[src/hdl/cfd_map.svh]
// Purpose: offsets, field positions and reset values for the config field decoder
// Assumes: a flat configuration word presented on a single input bus
// Notes: positions are local packing of the raw configuration word
`ifndef CFD_MAP_SVH
`define CFD_MAP_SVH

// =====================================================================
// raw word layout
`define CFD_RAW_W 17
`define CFD_WIN_LSB 0
`define CFD_I2C1_BIT 2
`define CFD_I2C2_BIT 3
`define CFD_TEST_BIT 4
`define CFD_DBG_LSB 5
`define CFD_DAC_BIT 7
`define CFD_SET1_LSB 8
`define CFD_SET2_LSB 11
`define CFD_SET3_LSB 14

// =====================================================================
// window fractions in eighths of the period
`define CFD_WIN_25 4'h2
`define CFD_WIN_37 4'h3
`define CFD_WIN_50 4'h4
`define CFD_WIN_75 4'h6

// =====================================================================
// reset values of decoded outputs
`define CFD_RST_WIN 4'h6
`define CFD_RST_LEVEL 3'h1

`endif

[src/hdl/cfd_pkg.sv]
// Purpose: types for the config field decoder
// Assumes: constants live in cfd_map.svh
// Notes: none
package cfd_pkg;

	// =====================================================================
	// debug channel routing, one-hot
	typedef enum logic [3:0]
	{
		CFD_DBG_NONE = 4'h1,
		CFD_DBG_ONE = 4'h2,
		CFD_DBG_TWO = 4'h4,
		CFD_DBG_THREE = 4'h8
	} cfd_dbg_t;

	// =====================================================================
	// loader sequencing, one-hot
	typedef enum logic [1:0]
	{
		CFD_ST_LOAD = 2'h1,
		CFD_ST_HOLD = 2'h2
	} cfd_state_t;

endpackage : cfd_pkg

[src/hdl/cfd_level_dec.sv]
// Purpose: decodes a three-bit shadow set priority field
// Assumes: combinational, used per shadow set
// Notes: code 7 is reserved and flagged
`timescale 1ns/10ps
module cfd_level_dec
(
	// field in
	input wire logic [2:0] code_i,
	// decoded
	output logic [2:0] level_o,
	output logic reserved_o
);

	// =====================================================================
	// codes 0..6 map to levels 1..7
	always_comb
	begin
		reserved_o = (code_i == 3'h7);
		level_o = reserved_o ? 3'h0 : 3'(code_i + 3'h1);
	end

endmodule : cfd_level_dec

[src/hdl/cfd_config_decode.sv]
// Contract
// [RQ1] window select sets open fraction of period
// [RQ2] first i2c: 1 primary pins, 0 alternate
// [RQ3] second i2c: 1 primary pins, 0 alternate
// [RQ4] test port works only while enable is 1
// [RQ5] debug select 11/10/01 picks pair 1/2/3
// [RQ6] programmer never writes debug select 00
// [RQ7] dac cross bit 0 ties outputs together
// [RQ8] set one priority 000..110 gives levels 1..7
// [RQ9] set two priority decodes the same way
// [RQ10] set three priority decodes the same way
// [RQ11] alternate vector table needs boot segment
// [RQ12] outputs latched after reset, held until next; ALT_VECTOR_ON_O follows its request while loaded instead
//
// Purpose: decodes nonvolatile configuration fields into static controls
// Assumes: raw word is stable from a slow domain; sampled through two flops
// Notes: one load after reset release, then frozen except the alternate vector enable, which follows its request
`timescale 1ns/10ps
`include "cfd_map.svh"
module cfd_config_decode
(
	// clock and reset
	input wire logic CORE_CLK_I,
	input wire logic NRST_I,
	// configuration inputs
	input wire logic [`CFD_RAW_W-1:0] CFG_WORD_I,
	input wire logic BOOT_SEG_PRESENT_I,
	input wire logic ALT_VECTOR_REQ_I,
	// decoded controls
	output logic [3:0] WIN_EIGHTHS_O,
	output logic I2C1_PRIMARY_O,
	output logic I2C2_PRIMARY_O,
	output logic TEST_PORT_ON_O,
	output logic [3:0] DEBUG_PAIR_O,
	output logic DEBUG_RESERVED_O,
	output logic DAC_TIED_O,
	output logic [2:0] SET1_LEVEL_O,
	output logic [2:0] SET2_LEVEL_O,
	output logic [2:0] SET3_LEVEL_O,
	output logic LEVEL_RESERVED_O,
	output logic ALT_VECTOR_ON_O,
	output logic LOADED_O
);

	// =====================================================================
	// state
	typedef struct packed
	{
		logic [`CFD_RAW_W-1:0] sync1;
		logic [`CFD_RAW_W-1:0] sync2;
		logic [1:0] boot_sync1;
		logic [1:0] boot_sync2;
		logic [1:0] settle;
		cfd_pkg::cfd_state_t state;
		logic [3:0] win;
		logic i2c1;
		logic i2c2;
		logic test_on;
		cfd_pkg::cfd_dbg_t dbg;
		logic dbg_rsv;
		logic dac_tied;
		logic [2:0] lv1;
		logic [2:0] lv2;
		logic [2:0] lv3;
		logic lv_rsv;
		logic boot_seg;
		logic alt_vec;
		logic loaded;
	} cfd_regs_t;

	cfd_regs_t r;
	cfd_regs_t next_r;

	logic [2:0] dl1;
	logic [2:0] dl2;
	logic [2:0] dl3;
	logic rs1;
	logic rs2;
	logic rs3;

	// =====================================================================
	// window code to eighths of period
	function automatic logic [3:0] win_fraction(input logic [1:0] code);
		case (code)
			2'h3: win_fraction = `CFD_WIN_25;
			2'h2: win_fraction = `CFD_WIN_37;
			2'h1: win_fraction = `CFD_WIN_50;
			default: win_fraction = `CFD_WIN_75;
		endcase
	endfunction : win_fraction

	// =====================================================================
	// priority field decoders, one per shadow set
	cfd_level_dec u_dec1
	(
		.code_i(r.sync2[`CFD_SET1_LSB +: 3]),
		.level_o(dl1),
		.reserved_o(rs1)
	);
	cfd_level_dec u_dec2
	(
		.code_i(r.sync2[`CFD_SET2_LSB +: 3]),
		.level_o(dl2),
		.reserved_o(rs2)
	);
	cfd_level_dec u_dec3
	(
		.code_i(r.sync2[`CFD_SET3_LSB +: 3]),
		.level_o(dl3),
		.reserved_o(rs3)
	);

	// =====================================================================
	// next state
	always_comb
	begin
		next_r = r;
		next_r.sync1 = CFG_WORD_I;
		next_r.sync2 = r.sync1;
		next_r.boot_sync1 = {ALT_VECTOR_REQ_I, BOOT_SEG_PRESENT_I};
		next_r.boot_sync2 = r.boot_sync1;
		case (r.state)
			cfd_pkg::CFD_ST_LOAD:
			begin
				// wait until synchroniser holds settled data
				next_r.settle = 2'(r.settle + 2'h1);
				if (r.settle == 2'h3)
				begin
					next_r.state = cfd_pkg::CFD_ST_HOLD;
					next_r.loaded = 1'b1; // [RQ12]
					next_r.win = win_fraction(r.sync2[`CFD_WIN_LSB +: 2]); // [RQ1]
					next_r.i2c1 = r.sync2[`CFD_I2C1_BIT]; // [RQ2]
					next_r.i2c2 = r.sync2[`CFD_I2C2_BIT]; // [RQ3]
					next_r.test_on = r.sync2[`CFD_TEST_BIT]; // [RQ4]
					next_r.dac_tied = ~r.sync2[`CFD_DAC_BIT]; // [RQ7]
					next_r.lv1 = dl1; // [RQ8]
					next_r.lv2 = dl2; // [RQ9]
					next_r.lv3 = dl3; // [RQ10]
					next_r.lv_rsv = rs1 | rs2 | rs3;
					next_r.boot_seg = r.boot_sync2[0];
					next_r.dbg_rsv = 1'b0;
					// [RQ5] reserved code 00 leaves debug unrouted [RQ6]
					case (r.sync2[`CFD_DBG_LSB +: 2])
						2'h3: next_r.dbg = cfd_pkg::CFD_DBG_ONE;
						2'h2: next_r.dbg = cfd_pkg::CFD_DBG_TWO;
						2'h1: next_r.dbg = cfd_pkg::CFD_DBG_THREE;
						default:
						begin
							next_r.dbg = cfd_pkg::CFD_DBG_NONE;
							next_r.dbg_rsv = 1'b1;
						end
					endcase
				end
			end
			cfd_pkg::CFD_ST_HOLD:
			begin
				// only the vector table request may follow runtime
				next_r.alt_vec = r.boot_seg & r.boot_sync2[1]; // [RQ11]
			end
			default:
			begin
				next_r.state = cfd_pkg::CFD_ST_LOAD;
			end
		endcase
	end

	// =====================================================================
	// registers
	always_ff @(posedge CORE_CLK_I or negedge NRST_I)
	begin
		if (!NRST_I)
		begin
			r <= '0;
			r.state <= cfd_pkg::CFD_ST_LOAD;
			r.dbg <= cfd_pkg::CFD_DBG_NONE;
			r.win <= `CFD_RST_WIN;
			r.lv1 <= `CFD_RST_LEVEL;
			r.lv2 <= `CFD_RST_LEVEL;
			r.lv3 <= `CFD_RST_LEVEL;
		end
		else
		begin
			r <= next_r;
		end
	end

	// =====================================================================
	// outputs straight from flops
	assign WIN_EIGHTHS_O = r.win;
	assign I2C1_PRIMARY_O = r.i2c1;
	assign I2C2_PRIMARY_O = r.i2c2;
	assign TEST_PORT_ON_O = r.test_on; // only set together with loaded
	assign DEBUG_PAIR_O = r.dbg;
	assign DEBUG_RESERVED_O = r.dbg_rsv;
	assign DAC_TIED_O = r.dac_tied;
	assign SET1_LEVEL_O = r.lv1;
	assign SET2_LEVEL_O = r.lv2;
	assign SET3_LEVEL_O = r.lv3;
	assign LEVEL_RESERVED_O = r.lv_rsv;
	assign ALT_VECTOR_ON_O = r.alt_vec;
	assign LOADED_O = r.loaded;

	// =====================================================================
	// checks
	property p_hold;
		@(posedge CORE_CLK_I) disable iff (!NRST_I)
		$past(r.loaded) |-> $stable(r.win) && $stable(r.lv1) && $stable(r.dbg);
	endproperty
	a_hold: assert property (p_hold) else $error("decoded fields changed after load"); // [RQ12]

	property p_load_time;
		@(posedge CORE_CLK_I) disable iff (!NRST_I)
		$rose(NRST_I) |-> !r.loaded [*4] ##1 r.loaded;
	endproperty
	a_load_time: assert property (p_load_time) else $error("load not done in four cycles"); // [RQ12]

	property p_altvec;
		@(posedge CORE_CLK_I) disable iff (!NRST_I)
		ALT_VECTOR_ON_O |-> r.boot_seg && $past(ALT_VECTOR_REQ_I, 3);
	endproperty
	a_altvec: assert property (p_altvec) else $error("alternate table without boot segment"); // [RQ11]

	property p_test;
		@(posedge CORE_CLK_I) disable iff (!NRST_I)
		$rose(r.loaded) |-> TEST_PORT_ON_O == $past(r.sync2[`CFD_TEST_BIT]);
	endproperty
	a_test: assert property (p_test) else $error("test port enable mismatch"); // [RQ4]

	property p_dac;
		@(posedge CORE_CLK_I) disable iff (!NRST_I)
		$rose(r.loaded) |-> DAC_TIED_O != $past(r.sync2[`CFD_DAC_BIT]);
	endproperty
	a_dac: assert property (p_dac) else $error("dac tie polarity wrong"); // [RQ7]

	property p_i2c;
		@(posedge CORE_CLK_I) disable iff (!NRST_I)
		$rose(r.loaded) |-> I2C1_PRIMARY_O == $past(r.sync2[`CFD_I2C1_BIT])
			&& I2C2_PRIMARY_O == $past(r.sync2[`CFD_I2C2_BIT]);
	endproperty
	a_i2c: assert property (p_i2c) else $error("i2c pin choice mismatch"); // [RQ2] [RQ3]

	property p_win;
		@(posedge CORE_CLK_I) disable iff (!NRST_I)
		$rose(r.loaded) && $past(r.sync2[`CFD_WIN_LSB +: 2]) == 2'h3 |-> WIN_EIGHTHS_O == 4'h2;
	endproperty
	a_win: assert property (p_win) else $error("window code 11 not 25 percent"); // [RQ1]

	property p_level;
		@(posedge CORE_CLK_I) disable iff (!NRST_I)
		$rose(r.loaded) && !LEVEL_RESERVED_O |->
			SET1_LEVEL_O == 3'($past(r.sync2[`CFD_SET1_LSB +: 3]) + 3'h1);
	endproperty
	a_level: assert property (p_level) else $error("set one level off"); // [RQ8]

	property p_dbg;
		@(posedge CORE_CLK_I) disable iff (!NRST_I)
		$rose(r.loaded) && $past(r.sync2[`CFD_DBG_LSB +: 2]) == 2'h3 |->
			DEBUG_PAIR_O == 4'h2;
	endproperty
	a_dbg: assert property (p_dbg) else $error("debug code 11 not pair one"); // [RQ5]

endmodule : cfd_config_decode

[config.mk]
export PLATFORM = sky130hd
export DESIGN_NAME = cfd_config_decode
export DESIGN_NICKNAME = d
export VERILOG_FILES = /design/src/hdl/cfd_pkg.sv /design/src/hdl/cfd_level_dec.sv /design/src/hdl/cfd_config_decode.sv
export VERILOG_INCLUDE_DIRS = /design/src /design/src/hdl
export SDC_FILE = /design/constraint.sdc
export NUM_CORES = 1
export LEC_CHECK = 0
export ABC_CLOCK_PERIOD_IN_PS = 1500
export CORE_AREA = 2 2 70 72
export DETAILED_ROUTE_END_ITERATION = 8
export DIE_AREA = 0 0 72 74
export DONT_BUFFER_PORTS = 1
export GPL_TIMING_DRIVEN = 0
export PLACE_DENSITY_LB_ADDON = 0.05
export SETUP_SLACK_MARGIN = 0.05
export SLEW_MARGIN = 40
export SYNTH_ARGS = -nofsm -noshare
export SYNTH_HDL_FRONTEND = slang
export SYNTH_SLANG_ARGS = --single-unit
[constraint.sdc]
create_clock -name CORE_CLK_I -period 1.5 [get_ports CORE_CLK_I]
set_input_delay 0.375 -clock CORE_CLK_I [delete_from_list [all_inputs] [get_ports CORE_CLK_I]]
set_output_delay 0.375 -clock CORE_CLK_I [all_outputs]
set_load 0.03 [all_outputs]
==> key figures, run 1 <==
Routing
  • Vias per cell: 4.83
  • Vias: 1034
  • Starting DRT DRC Count: 38
  • Pre-antenna DRT Iters: 4
  • Total Wirelength: 3.21 mm
  • DRC viols: 0
  • Drt wl/cell: 15.0 µm
  • Antenna-violating nets left: 0

STA
  • Final WS setup: 13.6 ps
  • Final setup vio count: 0
  • Unrepaired setup endpoints after global routing: true
  • Tmin final: 1490 ps
  • Final period utilization: 99.1%
  • Setup TNS: 0 ps
  • Final Skew: 9.94 ps
  • Final Max Slew Viols: 0
  • Hold slack: -279 ps
  • Max Fclk: 0.673 GHz
  • Hold Vio Cnt, Final: 67

Logic synthesis
  • Register area share after synthesis: 70.2%
  • Top-area cell type share of the netlist area: 62.5%
  • FFs w/ async S/R, synth: 100%
  • Post-synth EDFFs: 0
  • Avg Inst Size Synth: 16.7 µm²
  • Synth cell count leaders: 60 x dfrtp_1, 17 x buf_4, 14 x mux2_4
  • Yosys warnings: 0
  • Most common cell in the synthesized netlist: dfrtp_1
  • Top post-synthesis cells by area: dfrtp_1 63%, mux2_4 8.8%, dfstp_2 7.7%
  • Yosys cell types: 20
  • Synthesized net count: 172
  • Biggest area consumer among synthesized cells: dfrtp_1
  • Top FF cell, synth: dfrtp_1
  • Post-Syn Area: 0.00240 mm²
  • Mapped Cells: 144
  • Register bit total from synthesis: 67

Die
  • Die ar.: 0.00533 mm²
  • Initial Util: 52.2%
  • Die Ht: 74 µm
  • Die width: 72 µm
  • Core area: 0.00460 mm²
  • Rows: 25
  • Ports: 46

Setup path
  • Critical path origin: r[42]$_DFF_PN0_
  • Worst Path Max Fanout: 2
  • Crit path kind: flop to flop
  • Reg2Reg Setup Slack: 10 ps
  • Critical Path RT: 1720 ps
  • Critical path arrival: 1710 ps
  • Reg2reg start: r[42]$_DFF_PN0_
  • Critical Path Sink Type: flop
  • Startpoint Class: flop

Outcome
  • Run status: finished, violations left
  • Violated checks: negative hold slack

Job
  • Max_cap viols: 0

Clock network
  • CTS Root Buffer Type: clkbuf_8
  • Reg clk slew, reported paths: 80 ps
  • Clock tree buffer depth: 2
  • H-tree depth: 3
  • CTS tree: built
  • Worst skew pair latency: 340 ps
  • Num CTS Buffers: 9
  • Clock Sinks: 67

Placed design
  • Gpl congestion: 0.642
  • I/O Buffers: 0
  • Post-DP HPWL: 2.07 mm
  • Area of placed instances: 0.00247 mm²
  • Pre-CTS setup slack: -2.09 ps

GRT
  • Gr ovfl total: 0
  • First-pass GRT wire length: 5.35 mm
  • Total track usage: 14.6%
  • Largest net degree at the start of global routing: 68
  • Initial antenna violation count: 0
  • Vias in the first global route: 1108

Final layout
  • Final core utilization: 59.1%
  • Register Area: 0.00169 mm²
  • Post-layout instance area: 0.00272 mm²
  • # fillers: 378
  • Nets: 183
  • Share of layout cells above drive strength 1: 43.1%
  • Layout area overhead: 13.2%
  • N_diodes: 0
  • Footprint of the multi-input gates: 581 µm²

Pwr
  • Leakage: 1.34 nW
  • Worst VDD drop: 0.824 mV
  • Final Power: 3.72 mW
  • Power Density: 1370 mW/mm²

Worst hold path
  • Hold Path Class: primary input to asynchronous set/reset pin
[per-layer routing]
layer  up-vias  track usage, %  part of all wire (%)
met5         -               0                     0
met2        37            21.9                    50
met4         0            6.92                   1.6
li1        472               -                     -
met3         6            8.67                   7.5
met1       519            16.8                    41
[path summary, 6_finish.rpt]
path,to,cells after the start
setup / recovery,LEVEL_RESERVED_O$_DFFE_PN0P_,4
hold / removal,SET3_LEVEL_O[2]$_DFFE_PN0P_,0
setup reg to reg,LEVEL_RESERVED_O$_DFFE_PN0P_,4
hold reg to reg,r[48]$_DFF_PN0_,0
max in group asynchronous,SET2_LEVEL_O[0]$_DFFE_PN1P_,0
min in group CORE_CLK_I,next_r[50]$_DFF_PN0_,0
[state kept, by name, summed over array words and instances (netlist names)]
register,flops
ALT_VECTOR_ON_O,1
DAC_TIED_O,1
DEBUG_PAIR_O,4
DEBUG_RESERVED_O,1
I2C1_PRIMARY_O,1
I2C2_PRIMARY_O,1
LEVEL_RESERVED_O,1
LOADED_O,1
SET1_LEVEL_O,3
SET2_LEVEL_O,3
SET3_LEVEL_O,3
TEST_PORT_ON_O,1
WIN_EIGHTHS_O,3
next_r,19
r,24
[layout make-up]
| class | instances | area share, % |
|---|---|---|
| buffer | 19 | 5.80 |
| clock buffer | 10 | 5.06 |
| clock inverter | 6 | 2.62 |
| inverter | 5 | 0.690 |
| multi-input combinational | 53 | 21.4 |
| sequential | 67 | 62.0 |
| tap | 54 | 2.49 |
[per-stage QoR]
stage                     hold WS (ps)  cells
after floorplan                   79.4    144
after global placement            80.7    198
after detailed placement          80.8    198
after CTS                         -309    214
after global routing              -321    214
final                             -279    214
[cells in the final DEF, fill, tap and decap left out, types with 2 or more instances in the layout]
cell,count
ha_1,2
ha_2,3
dfrtp_1,60
inv_6,2
nor2b_1,5
mux2_4,14
mux2i_1,4
nand2b_1,3
mux2_2,7
dfstp_2,7
nor2_1,4
clkinvlp_4,2
clkbuf_8,10
nand2_1,2
inv_1,5
buf_6,2
ha_4,2
buf_4,16
[logic make-up after synthesis]
group | count (synthesis) | share of synthesized area (%)
adder cells (fa/ha/maj) | 7 | 3.65
buffers and inverters | 24 | 7.03
AND/OR/NAND/NOR | 17 | 4.43
AO/OA/AOI/OAI | 2 | 0.521
flip-flops | 67 | 70.2
other | 1 | 0.156
multiplexers | 25 | 13.7
XOR/XNOR | 1 | 0.365
[critical path: stages, from the launching register on]
cell     delay (ps)
dfrtp_1         380
ha_2            200
ha_4            160
or3_1           360
mux2_4          270
[repair_timing]
item / 4_1_cts / 5_1_grt
setup buffers: 0 / 0
endpoints found under the setup margin: 2 / 13
pin swaps: 3 / 1
resized for setup: 5 / 2
cloned: 0 / 0
endpoints found under the hold margin: 67 / 67
[report_power, final]
group | switching (mW) | internal [mW] | total (mW)
combinational | 0.108 | 0.106 | 0.214
sequential | 0.0679 | 1.91 | 1.98
clock | 0.699 | 0.826 | 1.53
total | 0.876 | 2.84 | 3.72
No activity file was read; power rests on OpenSTA's default activity.
==> run 2: changes to the inputs <==
--- a/config.mk
+++ b/config.mk
@@ -7,10 +7,10 @@
 export NUM_CORES = 1
 export LEC_CHECK = 0
 export ABC_CLOCK_PERIOD_IN_PS = 1500
-export CORE_AREA = 2 2 70 72
+export BUFFER_PORTS_ARGS = -buffer_cell sky130_fd_sc_hd__buf_2
+export CORE_AREA = 2 2 74 76
 export DETAILED_ROUTE_END_ITERATION = 8
-export DIE_AREA = 0 0 72 74
-export DONT_BUFFER_PORTS = 1
+export DIE_AREA = 0 0 76 78
 export GPL_TIMING_DRIVEN = 0
 export PLACE_DENSITY_LB_ADDON = 0.05
 export SETUP_SLACK_MARGIN = 0.05
==> run 2 against run 1 <==
The run now ends clean. Clock skew down 3.3 ps. Sequential share of layout area down 4.9 points. Worst hold slack better by 310 ps. Global-route usage down 0.97 points. Final area up 8.5%. Critical path depth unchanged. Worst setup slack better by 22 ps. Register-to-register slack better by 20 ps. Die area up 11%. Power up 0.13%. Count of clock-buffer cells in the layout up 1. Sequential power about the same.
==> key figures, run 2 (synthesis results as in run 1) <==
STA
  • Final period utilization: 97.6%
  • Slew headroom: 61.8%
  • Max Fclk: 0.683 GHz
  • Worst slew pin tran: 572 ps
  • Hold Vio Cnt, Final: 0
  • Final Max Slew Viols: 0
  • Hold slack: 28.6 ps
  • Final setup vio count: 0
  • Unrepaired setup endpoints after global routing: true
  • Tmin final: 1460 ps
  • Final Skew: 6.64 ps

Job
  • Max_cap viols: 0

Routing
  • DRC viols: 0
  • Pre-antenna DRT Iters: 4
  • Drt wl/cell: 12.8 µm
  • Total Wirelength: 3.45 mm
  • Starting DRT DRC Count: 53
  • Vias per cell: 4.40
  • Vias: 1184
  • Antenna-violating nets left: 0

Die
  • Rows: 26
  • Ports: 46
  • Die width: 76 µm
  • Core area: 0.00504 mm²
  • Die Ht: 78 µm
  • Initial Util: 47.6%
  • Die ar.: 0.00593 mm²

Final layout
  • Layout area overhead: 22.8%
  • Post-layout instance area: 0.00295 mm²
  • Share of layout cells above drive strength 1: 53.8%
  • N_diodes: 0
  • Nets: 222
  • Most common cell after layout, fill and taps aside: dfrtp_1
  • Max reg flops: 24
  • # fillers: 424
  • Most frequent cells in the layout: 60 x dfrtp_1, 37 x buf_2, 14 x mux2_4
  • Register Area: 0.00169 mm²
  • Footprint of the multi-input gates: 581 µm²
  • Top reg by flops: r
  • Final core utilization: 58.5%

Placed design
  • Gpl congestion: 0.615
  • I/O Buffers: 44
  • Post-DP HPWL: 2.21 mm
  • Area of placed instances: 0.00272 mm²

Clock network
  • Num CTS Buffers: 9
  • Hold_buf cts: 0
  • CTS Root Buffer Type: clkbuf_8
  • Clock tree buffer depth: 2
  • Clock Sinks: 67
  • H-tree depth: 3
  • Reg clk slew, reported paths: 70 ps
  • CTS tree: built
  • Worst skew pair latency: 330 ps

Setup path
  • Critical path origin: r[42]$_DFF_PN0_
  • Reg2Reg Setup Slack: 40 ps
  • Cells on worst reg2reg path: 4
  • Worst Path Max Fanout: 2
  • Reg2reg start: r[42]$_DFF_PN0_
  • Startpoint Class: flop
  • Critical Path RT: 1720 ps
  • Critical Path Sink Type: flop
  • Critical path arrival: 1680 ps
  • FF-to-FF End: LEVEL_RESERVED_O$_DFFE_PN0P_
  • Crit path kind: flop to flop

GRT
  • Total track usage: 13.6%
  • Gr ovfl total: 0
  • Initial antenna violation count: 0
  • Largest net degree at the start of global routing: 68
  • First-pass GRT wire length: 6.00 mm
  • Vias in the first global route: 1306

Pwr
  • Final Power: 3.72 mW
  • Leakage: 1.51 nW
  • Worst VDD drop: 0.862 mV
  • Power Density: 1260 mW/mm²

Outcome
  • Run status: completed

Worst hold path
  • Hold Path Class: primary input to asynchronous set/reset pin
run 2: what timing repair did:
item / CTS / global route
endpoints found under the setup margin: 7 / 12
setup buffers: 0 / 0
gates resized for setup: 17 / 2
pin swaps: 3 / 0
run 2: power by group:
| group | internal, mW | switching (mW) |
|---|---|---|
| combinational | 0.154 | 0.178 |
| clock | 0.804 | 0.630 |
| sequential | 1.91 | 0.0453 |
| total | 2.87 | 0.853 |
run 2: final cells by class:
type                            instances  share of cell area [%]
Buffer                                 14                    4.07
Clock buffer                           11                    4.79
Clock inverter                          5                    1.78
Inverter                                5                   0.636
Multi-Input combinational cell         53                    19.7
Sequential cell                        67                    57.1
Tap cell                               70                    2.97
Timing Repair Buffer                   44                    8.95
run 2: metal layers:
metal / vias to the layer above / track usage (%) / part of all wire (%)
met3: 2 / 6.98 / 5.9
met2: 33 / 22.9 / 53
met1: 602 / 15.1 / 40
met4: 0 / 4.36 / 0.44
met5: - / 0 / 0
li1: 547 / - / -
run 2: metrics by stage:
step                      TNS, ps  setup WS, ps  instances
after floorplan                 0          61.1        144
after global placement      -4740         -82.2        258
after detailed placement    -8.55         -8.55        258
after CTS                       0          22.4        270
after global routing        -8.80         -8.80        269
final                           0          36.1        269
run 2: worst max path at each step:
stage	endpoint	slack [ps]	depth (start not counted)
after floorplan	LEVEL_RESERVED_O$_DFFE_PN0P_	60	4
after global placement	next_r[41]$_DFF_PN0_	-80	1
after detailed placement	LEVEL_RESERVED_O$_DFFE_PN0P_	-9	4
after CTS	LEVEL_RESERVED_O$_DFFE_PN0P_	20	4
after global routing	LEVEL_RESERVED_O$_DFFE_PN0P_	-9	4
final	LEVEL_RESERVED_O$_DFFE_PN0P_	40	4
run 2: critical path, stage by stage, from the launching register on:
cell     delay, ps
dfrtp_1        380
ha_2           190
ha_4           150
or3_1          370
mux2_4         270
